## src/inc/cmla_params.svh

```systemverilog
// constants for the math and logic execution unit
`ifndef CMLA_PARAMS_SVH
`define CMLA_PARAMS_SVH
`define CMLA_WIDTH       32
`define CMLA_ADDR_BITS   20
`define CMLA_FIELD_LO    4:0
`define CMLA_FIELD_SPAN  9:5
`define CMLA_OP_CYCLES   2
`define CMLA_RESULT_RST  32'h0000_0000
`define CMLA_POINTER_RST 32'h0000_0000
`define CMLA_CRC_BITS    4
`endif

```

## src/inc/cmla_pkg.sv

```systemverilog
// operation codes and pointer-select types for the math and logic execution unit
package cmla_pkg;
  typedef enum logic [5:0] {
    CMLA_MAGNITUDE_OP, CMLA_SUM_OP, CMLA_SIGNED_SUM_OP, CMLA_EXTENDED_SUM_OP,
    CMLA_SIGNED_EXTENDED_SUM_OP, CMLA_MASK_KEEP_OP, CMLA_MASK_CLEAR_OP,
    CMLA_FIELD_FROM_CARRY, CMLA_FIELD_SET_HIGH, CMLA_FIELD_SET_LOW,
    CMLA_FIELD_FROM_INV_CARRY, CMLA_FIELD_TOGGLE, CMLA_FIELD_FROM_INV_ZERO,
    CMLA_FIELD_RANDOM, CMLA_FIELD_FROM_ZERO, CMLA_LOW_MASK_GEN, CMLA_COMPARE_OP,
    CMLA_COMPARE_MSB_OP, CMLA_COMPARE_REVERSE_OP, CMLA_COMPARE_SIGNED_OP,
    CMLA_CONDITIONAL_SUBTRACT_OP, CMLA_COMPARE_SIGNED_EXTENDED_OP,
    CMLA_COMPARE_EXTENDED_OP, CMLA_CRC_BIT_STEP, CMLA_CRC_NIBBLE_STEP,
    CMLA_WRAP_DECREMENT, CMLA_WRAP_INCREMENT, CMLA_ONE_HOT_DECODE,
    CMLA_PRIORITY_ENCODE, CMLA_FORCE_MIN_OP, CMLA_FORCE_MIN_SIGNED_OP,
    CMLA_FORCE_MAX_OP, CMLA_FORCE_MAX_SIGNED_OP, CMLA_EXTRACT_BYTE,
    CMLA_EXTRACT_NIBBLE, CMLA_EXTRACT_WORD, CMLA_LOAD_ADDRESS_OP
  } cmla_op_t;
  typedef enum logic [1:0] {
    CMLA_GENERAL_POINTER_A, CMLA_GENERAL_POINTER_B, CMLA_HUB_INDEX_ONE, CMLA_HUB_INDEX_TWO
  } cmla_ptr_t;
endpackage

```

## src/rtl/cmla_crc_step.sv

```systemverilog
// one crc bit step, combinational
module cmla_crc_step (
  input  wire logic [31:0] crcIn,
  input  wire logic        bitIn,
  input  wire logic [31:0] poly,
  output logic      [31:0] crcOut
);
  always_comb begin
    if (bitIn ^ crcIn[0]) begin
      crcOut = (crcIn >> 1) ^ poly;
    end else begin
      crcOut = crcIn >> 1;
    end
  end
endmodule

```

## src/rtl/cmla_math_logic_alu.sv

```systemverilog
// two-cycle math and logic execution unit of one processor core
module cmla_math_logic_alu
  import cmla_pkg::*;
(
  input  wire logic        mclk,
  input  wire logic        srst,
  input  wire logic        clkEn,
  input  wire logic        opValid,
  input  wire cmla_op_t    opCode,
  input  wire logic [31:0] dstIn,
  input  wire logic [31:0] srcIn,
  input  wire logic        singleOperand,
  input  wire logic        carryIn,
  input  wire logic        zeroIn,
  input  wire logic        carryWriteFlag,
  input  wire logic        zeroWriteFlag,
  input  wire logic        queuePrefixSet,
  input  wire logic [31:0] queueIn,
  input  wire logic [31:0] randomBits,
  input  wire logic [1:0]  extractIndex,
  input  wire logic [31:0] programCounter,
  input  wire logic        relativeBit,
  input  wire logic        forceAbsolute,
  input  wire cmla_ptr_t   pointerSel,
  output logic             resultValid,
  output logic [31:0]      result,
  output logic             resultWrite,
  output logic             carryOut,
  output logic             zeroOut,
  output logic             carryWrite,
  output logic             zeroWrite,
  output logic [31:0]      queueOut,
  output logic             queueWrite,
  output logic             pointerWrite,
  output logic [1:0]       pointerIndex
);
  `include "cmla_params.svh"

  ////////////////////////////////////////////////////////////////////////////////
  // helpers
  function automatic logic [32:0] addCarry(input logic [31:0] a, input logic [31:0] b,
                                           input logic ci);
    addCarry = {1'b0, a} + {1'b0, b} + {32'h0000_0000, ci};
  endfunction

  // difference with borrow in bit 32
  function automatic logic [32:0] subBorrow(input logic [31:0] a, input logic [31:0] b,
                                            input logic bi);
    subBorrow = {1'b0, a} - {1'b0, b} - {32'h0000_0000, bi};
  endfunction

  // true sign of a signed sum or difference: overflow flips the raw top bit
  function automatic logic trueSign(input logic a31, input logic b31, input logic r31,
                                    input logic isSub);
    logic ovf;
    ovf = isSub ? ((a31 != b31) && (r31 != a31)) : ((a31 == b31) && (r31 != a31));
    trueSign = r31 ^ ovf;
  endfunction

  ////////////////////////////////////////////////////////////////////////////////
  // stage one: capture operands
  logic        busy_q;
  cmla_op_t    op_q;
  logic [31:0] dst_q, src_q, queue_q, rnd_q, pc_q;
  logic        single_q, c_q, z_q, wc_q, wz_q, qset_q, rel_q, force_q;
  logic [1:0]  idx_q;
  cmla_ptr_t   ptr_q;

  always_ff @(posedge mclk) begin
    if (srst) begin
      busy_q <= 1'b0;
    end else if (clkEn) begin
      busy_q <= opValid;
    end
  end

  always_ff @(posedge mclk) begin
    if (srst) begin
      op_q     <= CMLA_MAGNITUDE_OP;
      dst_q    <= `CMLA_RESULT_RST;
      src_q    <= `CMLA_RESULT_RST;
      queue_q  <= `CMLA_RESULT_RST;
      rnd_q    <= `CMLA_RESULT_RST;
      pc_q     <= `CMLA_RESULT_RST;
      single_q <= 1'b0;
      c_q      <= 1'b0;
      z_q      <= 1'b0;
      wc_q     <= 1'b0;
      wz_q     <= 1'b0;
      qset_q   <= 1'b0;
      rel_q    <= 1'b0;
      force_q  <= 1'b0;
      idx_q    <= 2'h0;
      ptr_q    <= CMLA_GENERAL_POINTER_A;
    end else if (clkEn && opValid) begin
      op_q     <= opCode;
      dst_q    <= dstIn;
      src_q    <= srcIn;
      queue_q  <= queueIn;
      rnd_q    <= randomBits;
      pc_q     <= programCounter;
      single_q <= singleOperand;
      c_q      <= carryIn;
      z_q      <= zeroIn;
      wc_q     <= carryWriteFlag;
      wz_q     <= zeroWriteFlag;
      qset_q   <= queuePrefixSet;
      rel_q    <= relativeBit;
      force_q  <= forceAbsolute;
      idx_q    <= extractIndex;
      ptr_q    <= pointerSel;
    end
  end

  ////////////////////////////////////////////////////////////////////////////////
  // crc chain: four bit steps fed from queue top, msb first, for the nibble step; from carry for other ops
  logic [31:0] crcChain [0:4];
  assign crcChain[0] = dst_q;
  genvar gi;
  generate
    for (gi = 0; gi < `CMLA_CRC_BITS; gi++) begin : g_crc
      cmla_crc_step u_step (
        .crcIn  (crcChain[gi]),
        .bitIn  (op_q == CMLA_CRC_NIBBLE_STEP ? queue_q[31 - gi] : c_q),
        .poly   (src_q),
        .crcOut (crcChain[gi + 1])
      );
    end
  endgenerate

  ////////////////////////////////////////////////////////////////////////////////
  // stage two: compute
  logic [31:0] resD, fieldMask, oper, addrSum;
  logic        carD, zerD, zeroDefault, writeD;
  logic [32:0] sum, dif;
  logic [4:0]  lowIdx, span;
  logic [5:0]  hiIdx;

  always_comb begin
    oper    = single_q ? dst_q : src_q;
    resD    = dst_q;
    carD    = c_q;
    zeroDefault = 1'b1;
    zerD    = z_q;
    writeD  = 1'b1;
    sum     = 33'h0_0000_0000;
    dif     = 33'h0_0000_0000;
    addrSum = 32'h0000_0000;
    lowIdx  = src_q[`CMLA_FIELD_LO];
    span    = qset_q ? queue_q[4:0] : src_q[`CMLA_FIELD_SPAN];
    hiIdx   = {1'b0, lowIdx} + {1'b0, span};
    fieldMask = 32'h0000_0000;
    for (int i = 0; i < 32; i++) begin
      if (i >= lowIdx && i <= hiIdx) begin
        fieldMask[i] = 1'b1;
      end
    end
    unique case (op_q)
      CMLA_MAGNITUDE_OP: begin
        resD = oper[31] ? (~oper + 32'h0000_0001) : oper;
        carD = oper[31];
      end
      CMLA_SUM_OP: begin
        sum  = addCarry(dst_q, src_q, 1'b0);
        resD = sum[31:0];
        carD = sum[32];
      end
      CMLA_SIGNED_SUM_OP: begin
        sum  = addCarry(dst_q, src_q, 1'b0);
        resD = sum[31:0];
        carD = trueSign(dst_q[31], src_q[31], sum[31], 1'b0);
      end
      CMLA_EXTENDED_SUM_OP, CMLA_SIGNED_EXTENDED_SUM_OP: begin
        sum  = addCarry(dst_q, src_q, c_q);
        resD = sum[31:0];
        carD = (op_q == CMLA_EXTENDED_SUM_OP) ? sum[32]
             : trueSign(dst_q[31], src_q[31], sum[31], 1'b0);
        zeroDefault = 1'b0;
        zerD = z_q & (sum[31:0] == 32'h0000_0000);
      end
      CMLA_MASK_KEEP_OP, CMLA_MASK_CLEAR_OP: begin
        resD = dst_q & ((op_q == CMLA_MASK_KEEP_OP) ? src_q : ~src_q);
        carD = ^resD;
      end
      CMLA_FIELD_FROM_CARRY, CMLA_FIELD_SET_HIGH, CMLA_FIELD_SET_LOW,
      CMLA_FIELD_FROM_INV_CARRY, CMLA_FIELD_TOGGLE, CMLA_FIELD_FROM_INV_ZERO,
      CMLA_FIELD_RANDOM, CMLA_FIELD_FROM_ZERO: begin
        unique case (op_q)
          CMLA_FIELD_FROM_CARRY:     resD = (dst_q & ~fieldMask) | (fieldMask & {32{c_q}});
          CMLA_FIELD_SET_HIGH:       resD = dst_q | fieldMask;
          CMLA_FIELD_SET_LOW:        resD = dst_q & ~fieldMask;
          CMLA_FIELD_FROM_INV_CARRY: resD = (dst_q & ~fieldMask) | (fieldMask & {32{~c_q}});
          CMLA_FIELD_TOGGLE:         resD = dst_q ^ fieldMask;
          CMLA_FIELD_FROM_INV_ZERO:  resD = (dst_q & ~fieldMask) | (fieldMask & {32{~z_q}});
          CMLA_FIELD_RANDOM:         resD = (dst_q & ~fieldMask) | (fieldMask & rnd_q);
          default:                   resD = (dst_q & ~fieldMask) | (fieldMask & {32{z_q}});
        endcase
        carD = dst_q[lowIdx];
        zeroDefault = 1'b0;
        zerD = dst_q[lowIdx];
      end
      CMLA_LOW_MASK_GEN: begin
        resD = (32'h0000_0002 << oper[4:0]) - 32'h0000_0001;
      end
      CMLA_COMPARE_OP, CMLA_COMPARE_MSB_OP, CMLA_COMPARE_SIGNED_OP: begin
        writeD = 1'b0;
        dif  = subBorrow(dst_q, src_q, 1'b0);
        carD = (op_q == CMLA_COMPARE_OP) ? dif[32]
             : (op_q == CMLA_COMPARE_MSB_OP) ? dif[31]
             : trueSign(dst_q[31], src_q[31], dif[31], 1'b1);
        zeroDefault = 1'b0;
        zerD = (dst_q == src_q);
      end
      CMLA_COMPARE_REVERSE_OP: begin
        writeD = 1'b0;
        dif  = subBorrow(src_q, dst_q, 1'b0);
        carD = dif[32];
        zeroDefault = 1'b0;
        zerD = (dst_q == src_q);
      end
      CMLA_COMPARE_EXTENDED_OP, CMLA_COMPARE_SIGNED_EXTENDED_OP: begin
        writeD = 1'b0;
        dif  = subBorrow(dst_q, src_q, c_q);
        carD = (op_q == CMLA_COMPARE_EXTENDED_OP) ? dif[32]
             : trueSign(dst_q[31], src_q[31], dif[31], 1'b1);
        zeroDefault = 1'b0;
        zerD = z_q & (dif[31:0] == 32'h0000_0000);
      end
      CMLA_CONDITIONAL_SUBTRACT_OP: begin
        dif  = subBorrow(dst_q, src_q, 1'b0);
        carD = ~dif[32];
        resD = dif[32] ? dst_q : dif[31:0];
      end
      CMLA_CRC_BIT_STEP: begin
        resD = crcChain[1];
      end
      CMLA_CRC_NIBBLE_STEP: begin
        resD = crcChain[4];
      end
      CMLA_WRAP_DECREMENT: begin
        carD = (dst_q == 32'h0000_0000);
        resD = carD ? src_q : dst_q - 32'h0000_0001;
      end
      CMLA_WRAP_INCREMENT: begin
        carD = (dst_q == src_q);
        resD = carD ? 32'h0000_0000 : dst_q + 32'h0000_0001;
      end
      CMLA_ONE_HOT_DECODE: begin
        resD = 32'h0000_0001 << oper[4:0];
      end
      CMLA_PRIORITY_ENCODE: begin
        resD = 32'h0000_0000;
        for (int i = 0; i < 32; i++) begin
          if (oper[i]) begin
            resD = 32'(i);
          end
        end
        carD = (oper != 32'h0000_0000);
      end
      CMLA_FORCE_MIN_OP, CMLA_FORCE_MIN_SIGNED_OP: begin
        carD = (op_q == CMLA_FORCE_MIN_OP) ? (dst_q < src_q)
             : ($signed(dst_q) < $signed(src_q));
        resD = carD ? src_q : dst_q;
      end
      CMLA_FORCE_MAX_OP, CMLA_FORCE_MAX_SIGNED_OP: begin
        carD = (op_q == CMLA_FORCE_MAX_OP) ? (dst_q > src_q)
             : ($signed(dst_q) > $signed(src_q));
        resD = carD ? src_q : dst_q;
      end
      CMLA_EXTRACT_BYTE: begin
        resD = {24'h00_0000, src_q[8 * idx_q +: 8]};
      end
      CMLA_EXTRACT_NIBBLE: begin
        resD = {28'h000_0000, src_q[4 * {1'b0, idx_q} +: 4]};
      end
      CMLA_EXTRACT_WORD: begin
        resD = {16'h0000, src_q[16 * idx_q[0] +: 16]};
      end
      CMLA_LOAD_ADDRESS_OP: begin
        addrSum = (rel_q && !force_q) ? pc_q + src_q : src_q;
        resD = {12'h000, addrSum[`CMLA_ADDR_BITS-1:0]};
      end
    endcase
    if (zeroDefault) begin
      zerD = (resD == 32'h0000_0000);
    end
  end

  ////////////////////////////////////////////////////////////////////////////////
  // result registers, valid on the next enabled clock after the op is taken
  always_ff @(posedge mclk) begin
    if (srst) begin
      resultValid  <= 1'b0;
      result       <= `CMLA_RESULT_RST;
      resultWrite  <= 1'b0;
      carryOut     <= 1'b0;
      zeroOut      <= 1'b0;
      carryWrite   <= 1'b0;
      zeroWrite    <= 1'b0;
      queueOut     <= `CMLA_RESULT_RST;
      queueWrite   <= 1'b0;
      pointerWrite <= 1'b0;
      pointerIndex <= 2'h0;
    end else if (clkEn) begin
      resultValid  <= busy_q;
      result       <= resD;
      resultWrite  <= busy_q && writeD && (op_q != CMLA_LOAD_ADDRESS_OP);
      carryOut     <= carD;
      zeroOut      <= zerD;
      carryWrite   <= busy_q && wc_q;
      zeroWrite    <= busy_q && wz_q;
      queueOut     <= queue_q << 4;
      queueWrite   <= busy_q && (op_q == CMLA_CRC_NIBBLE_STEP);
      pointerWrite <= busy_q && (op_q == CMLA_LOAD_ADDRESS_OP);
      pointerIndex <= ptr_q;
    end
  end

  ////////////////////////////////////////////////////////////////////////////////
  // checks
  a_two_clock_latency: assert property (@(posedge mclk) disable iff (srst)
    (clkEn && opValid) ##1 clkEn |=> resultValid)
    else $error("result not valid two clocks after op");
  a_flag_write_gate: assert property (@(posedge mclk) disable iff (srst)
    $past(clkEn) && carryWrite |-> $past(wc_q) && $past(busy_q))
    else $error("carry written without select");
  a_compare_no_write: assert property (@(posedge mclk) disable iff (srst)
    (clkEn && busy_q && op_q == CMLA_COMPARE_OP) |=> !resultWrite)
    else $error("compare wrote destination");
  a_sum_carry_out: assert property (@(posedge mclk) disable iff (srst)
    (clkEn && busy_q && op_q == CMLA_SUM_OP)
      |=> {carryOut, result} == {1'b0, $past(dst_q)} + {1'b0, $past(src_q)})
    else $error("sum or carry wrong");
  a_condsub_carry: assert property (@(posedge mclk) disable iff (srst)
    (clkEn && busy_q && op_q == CMLA_CONDITIONAL_SUBTRACT_OP)
      |=> carryOut == ($past(dst_q) >= $past(src_q)))
    else $error("conditional subtract carry wrong");
  a_decode_one_hot: assert property (@(posedge mclk) disable iff (srst)
    (clkEn && busy_q && op_q == CMLA_ONE_HOT_DECODE) |=> $onehot(result))
    else $error("decode not one hot");
  a_wrap_inc_zero: assert property (@(posedge mclk) disable iff (srst)
    (clkEn && busy_q && op_q == CMLA_WRAP_INCREMENT && dst_q == src_q)
      |=> carryOut && result == 32'h0000_0000)
    else $error("wrap increment did not wrap");
  a_mask_parity: assert property (@(posedge mclk) disable iff (srst)
    (clkEn && busy_q && op_q == CMLA_MASK_KEEP_OP) |=> carryOut == ^result)
    else $error("mask parity wrong");
  a_address_width: assert property (@(posedge mclk) disable iff (srst)
    pointerWrite |-> result[31:20] == 12'h000)
    else $error("address not zero extended");
endmodule

```

## config.mk

```make
export PLATFORM = sky130hd
export DESIGN_NAME = cmla_math_logic_alu
export DESIGN_NICKNAME = d
export VERILOG_FILES = /design/src/inc/cmla_pkg.sv /design/src/rtl/cmla_crc_step.sv /design/src/rtl/cmla_math_logic_alu.sv
export VERILOG_INCLUDE_DIRS = /design/src /design/src/inc
export SDC_FILE = /design/constraint.sdc
export NUM_CORES = 2
export LEC_CHECK = 0
export ABC_AREA = 0
export BUFFER_PORTS_ARGS = -buffer_cell sky130_fd_sc_hd__buf_2
export CAP_MARGIN = 20
export CORE_MARGIN = 3
export CORE_UTILIZATION = 40
export DETAILED_ROUTE_END_ITERATION = 10
export SYNTH_ARGS = -nofsm -noshare
export SYNTH_HDL_FRONTEND = slang
export SYNTH_SLANG_ARGS = --single-unit
```

## constraint.sdc

```tcl
create_clock -name mclk -period 10.7 [get_ports mclk]
set_clock_uncertainty 0.1 [all_clocks]
set_input_delay 1.07 -clock mclk [delete_from_list [all_inputs] [get_ports mclk]]
set_output_delay 1.07 -clock mclk [all_outputs]
set_load 0.03 [all_outputs]
```

==> key figures <==
Run status
  – Status: finished clean

Detailed routing
  – Uppermost layer routed: met5
  – DR WL met3: 24600 microns
  – Metal-1 WL: 79600 microns
  – Met2 wire length: 79200 microns
  – Post-Route WL: 199000 microns
  – Vias: 39233
  – DRT iter0 DRCs: 5842
  – First-pass detailed-route iteration total: 7
  – Antenna-violating nets left: 0
  – # DRC: 0
  – Vias per cell: 6.85
  – WL/cell: 34.8 microns

Worst setup path
  – Cell chain of the critical path: buf_4, inv_1, o21ai_0, ha_1, or3_1, a21oi_1, nor2_1, o221ai_1, ha_1, mux2_2, nand2_1, a21oi_1, a2111oi_0, o211ai_1, nor4_1, o221ai_1, a221oi_1, o2111ai_1, a2111o_1, o22ai_2, nand2_1, nand4bb_1, o32ai_2
  – Critical setup path kind: reg -> reg
  – Worst stage delay on the critical path: 0.76 ns
  – R2R setup slack: 2.43 ns
  – Crit path max-delay family: compound AO/OA/AOI/OAI gates
  – Crit path required time: 11.07 ns
  – Worst r2r path cells: 23
  – Worst-path maximum fanout: 18
  – Crit-path slowest cell: nor4_1
  – Crit. End Element: register
  – Worst endpoint data arrival time: 8.65 ns
  – Worst R2R Start: src_q[9]
  – Setup crit start: src_q[9]
  – Reg2reg end: zeroOut
  – Startpoint types: register
  – WP buf/inv: 2

Global route
  – Largest net degree at the start of global routing: 90
  – Grt ovf: 0
  – Initial antenna violation count: 12
  – Gr usage total: 46.1%
  – First-pass GRT wire length: 275000 microns
  – Vias in the first global route: 35541

Timing
  – Highest clock rate: 0.121 GHz
  – RSZ-0062 raised after global routing: false
  – Fin Setup TNS: 0 ns
  – Min Tclk post-route: 8.27 ns
  – Final Setup Violations: 0
  – Worst Tran Pin Value: 1.33 ns
  – Slew headroom: 8.89%
  – PnR worst setup slack: 2.43 ns
  – Final Max Slew Viols: 0
  – Fin. Hold Viols: 0
  – Ratio of final minimum period to clock period: 77.3%

Logic synthesis
  – Number of synthesized flops with an enable pin: 0
  – Synth top area cells: dfxtp_1 (15%), nand2_1 (8.2%), ha_1 (7.8%)
  – Syn Std Cell Area: 0.0317 sq mm
  – Post-synth top area cell: dfxtp_1
  – Post-synthesis sequential area ratio: 14.9%
  – Synth top area share: 14.9%
  – Top FF cell, synth: dfxtp_1
  – Asr flop ratio synth: 0%
  – Yosys warnings: 0
  – Syn Inst Count: 4596
  – Post-synth cell types: 122
  – Yosys reg bits: 237
  – Syn avg cell area: 6.91 sq um

Hold path
  – Min-Delay Path Depth: 2
  – Worst Hold End: dst_q[1]
  – HP Class: reg -> reg
  – Hold_sp: dst_q[1]

Finish
  – Most frequent cells in the layout: nand2_1 (691), a21oi_1 (457), nor2_1 (358), xnor2_1 (255), o21ai_0 (240)
  – Layout cell share with drive strength beyond 1: 13.4%
  – FILL cells: 8230
  – Final net count: 5047
  – Most common cell after layout, fill and taps aside: nand2_1
  – Fin area: 0.0350 sq mm
  – Area grow syn2layout: 10.3%

Floorplanning
  – Row Count: 102
  – Chip width: 288 microns
  – Core area: 0.0780 sq mm
  – Die area: 0.0828 sq mm
  – Initial Utilization: 40.7%
  – # IOs: 256
  – Die Y: 288 microns

Clock tree
  – Root buffer cell: clkbuf_16
  – Clk pin slew, worst setup/hold paths: 0.06 ns
  – H-tree depth: 1
  – CTS tree: done
  – Clk_lat worst skew: 0.62 ns
  – Clock sinks: 237
  – CTS buffer count: 26
  – Clock Path Buffers: 3
  – Post-cts resize count: 0
  – Post-CTS setup buffers: 0
  – Hold-fix buffers, CTS: 0

Pwr
  – Maximum VDD drop: 0.125 mV
  – Pwr/cell area: 103 mW/mm^2
  – Leak: 13.0 nW

Placement
  – Post-place instance area: 0.0342 sq mm
  – Place WS: 3.36 ns
  – Routability cong.: 1.06
  – Post-DP HPWL: 154000 microns
  – Port bufs: 239

Job
  – Max-cap violations: 0
-- through the flow --
| step | util [%] | power [mW] | instances | hold slack (ns) |
|---|---|---|---|---|
| finish | 44.9 | 3.60 | 5724 | 0.353 |
| global route | 44.9 | 3.71 | 5717 | 0.371 |
| CTS | 44.9 | 3.53 | 5714 | 0.356 |
| detailed placement | 43.8 | 2.63 | 5672 | 0.348 |
| global placement | 43.8 | 2.62 | 5670 | 0.343 |
| floorplan | - | 1.98 | 4599 | 0.335 |
-- synth_stat cells, types with 54 or more instances --
| cell | count |
|---|---|
| a211oi_1 | 77 |
| a21oi_1 | 458 |
| a31oi_1 | 60 |
| clkbuf_1 | 303 |
| dfxtp_1 | 237 |
| ha_1 | 198 |
| inv_1 | 87 |
| mux2i_1 | 115 |
| nand2_1 | 693 |
| nand3_1 | 104 |
| nand4_1 | 54 |
| nor2_1 | 362 |
| nor3_1 | 142 |
| nor4_1 | 57 |
| o211ai_1 | 59 |
| o21ai_0 | 240 |
| xnor2_1 | 255 |
-- power by group --
part | switching [mW] | internal [mW]
combinational | 1.22 | 0.524
clock | 0.396 | 0.499
sequential | 0.0402 | 0.925
-- kinds of logic (layout without fill, tap and decap cells) --
kind of cell	count (synthesis)	in the layout	synth area share (%)
and+or+nand+nor	1730	1730	25.9
AOI/OAI and AO/OA	1463	1463	30.7
buffers and inverters	503	580	6.26
xor gates and xnor gates	314	314	8.91
DFF	237	237	14.9
adders and majority gates	203	203	8.12
muxes	145	145	5.20
other	1	12	0.0118
-- final cells by class --
class / instances / area (sq um) / share of cell area, %
sequential: 237 / 4750 / 13.6
clock buffer: 37 / 773 / 2.21
antenna: 8 / 20.0 / 0.0572
tap: 1040 / 1300 / 3.72
inverter: 111 / 417 / 1.19
timing repair buffer: 427 / 2620 / 7.48
multi-input combinational: 3859 / 25100 / 71.6
clock inverter: 5 / 43.8 / 0.125
-- routing by layer --
metal	global-route usage, %	up-vias
met5	0	-
met4	28.4	16
met3	13.6	611
met2	65.5	2758
met1	60.8	18887
li1	-	16961
-- worst min-delay path: stages (launching register included) --
cell     delay (ns)
dfxtp_1        0.31
nand2_1        0.05
a21oi_1        0.05
-- sequential cells by signal, summed over array words and instances (netlist names), 2 cells and up --
name          count
dst_q            32
queue_q          32
result           32
rnd_q            32
src_q            32
queueOut         28
pc_q             20
op_q              6
idx_q             2
pointerIndex      2
ptr_q             2
-- how the worst max path moves through the flow --
stage / to / cells past startpoint
after global routing: zeroOut / 23
after CTS: zeroOut / 23
final: zeroOut / 23
after detailed placement: zeroOut / 23
after global placement: zeroOut / 23
after floorplan: zeroOut / 29
Power figures use the tool's default switching activity.
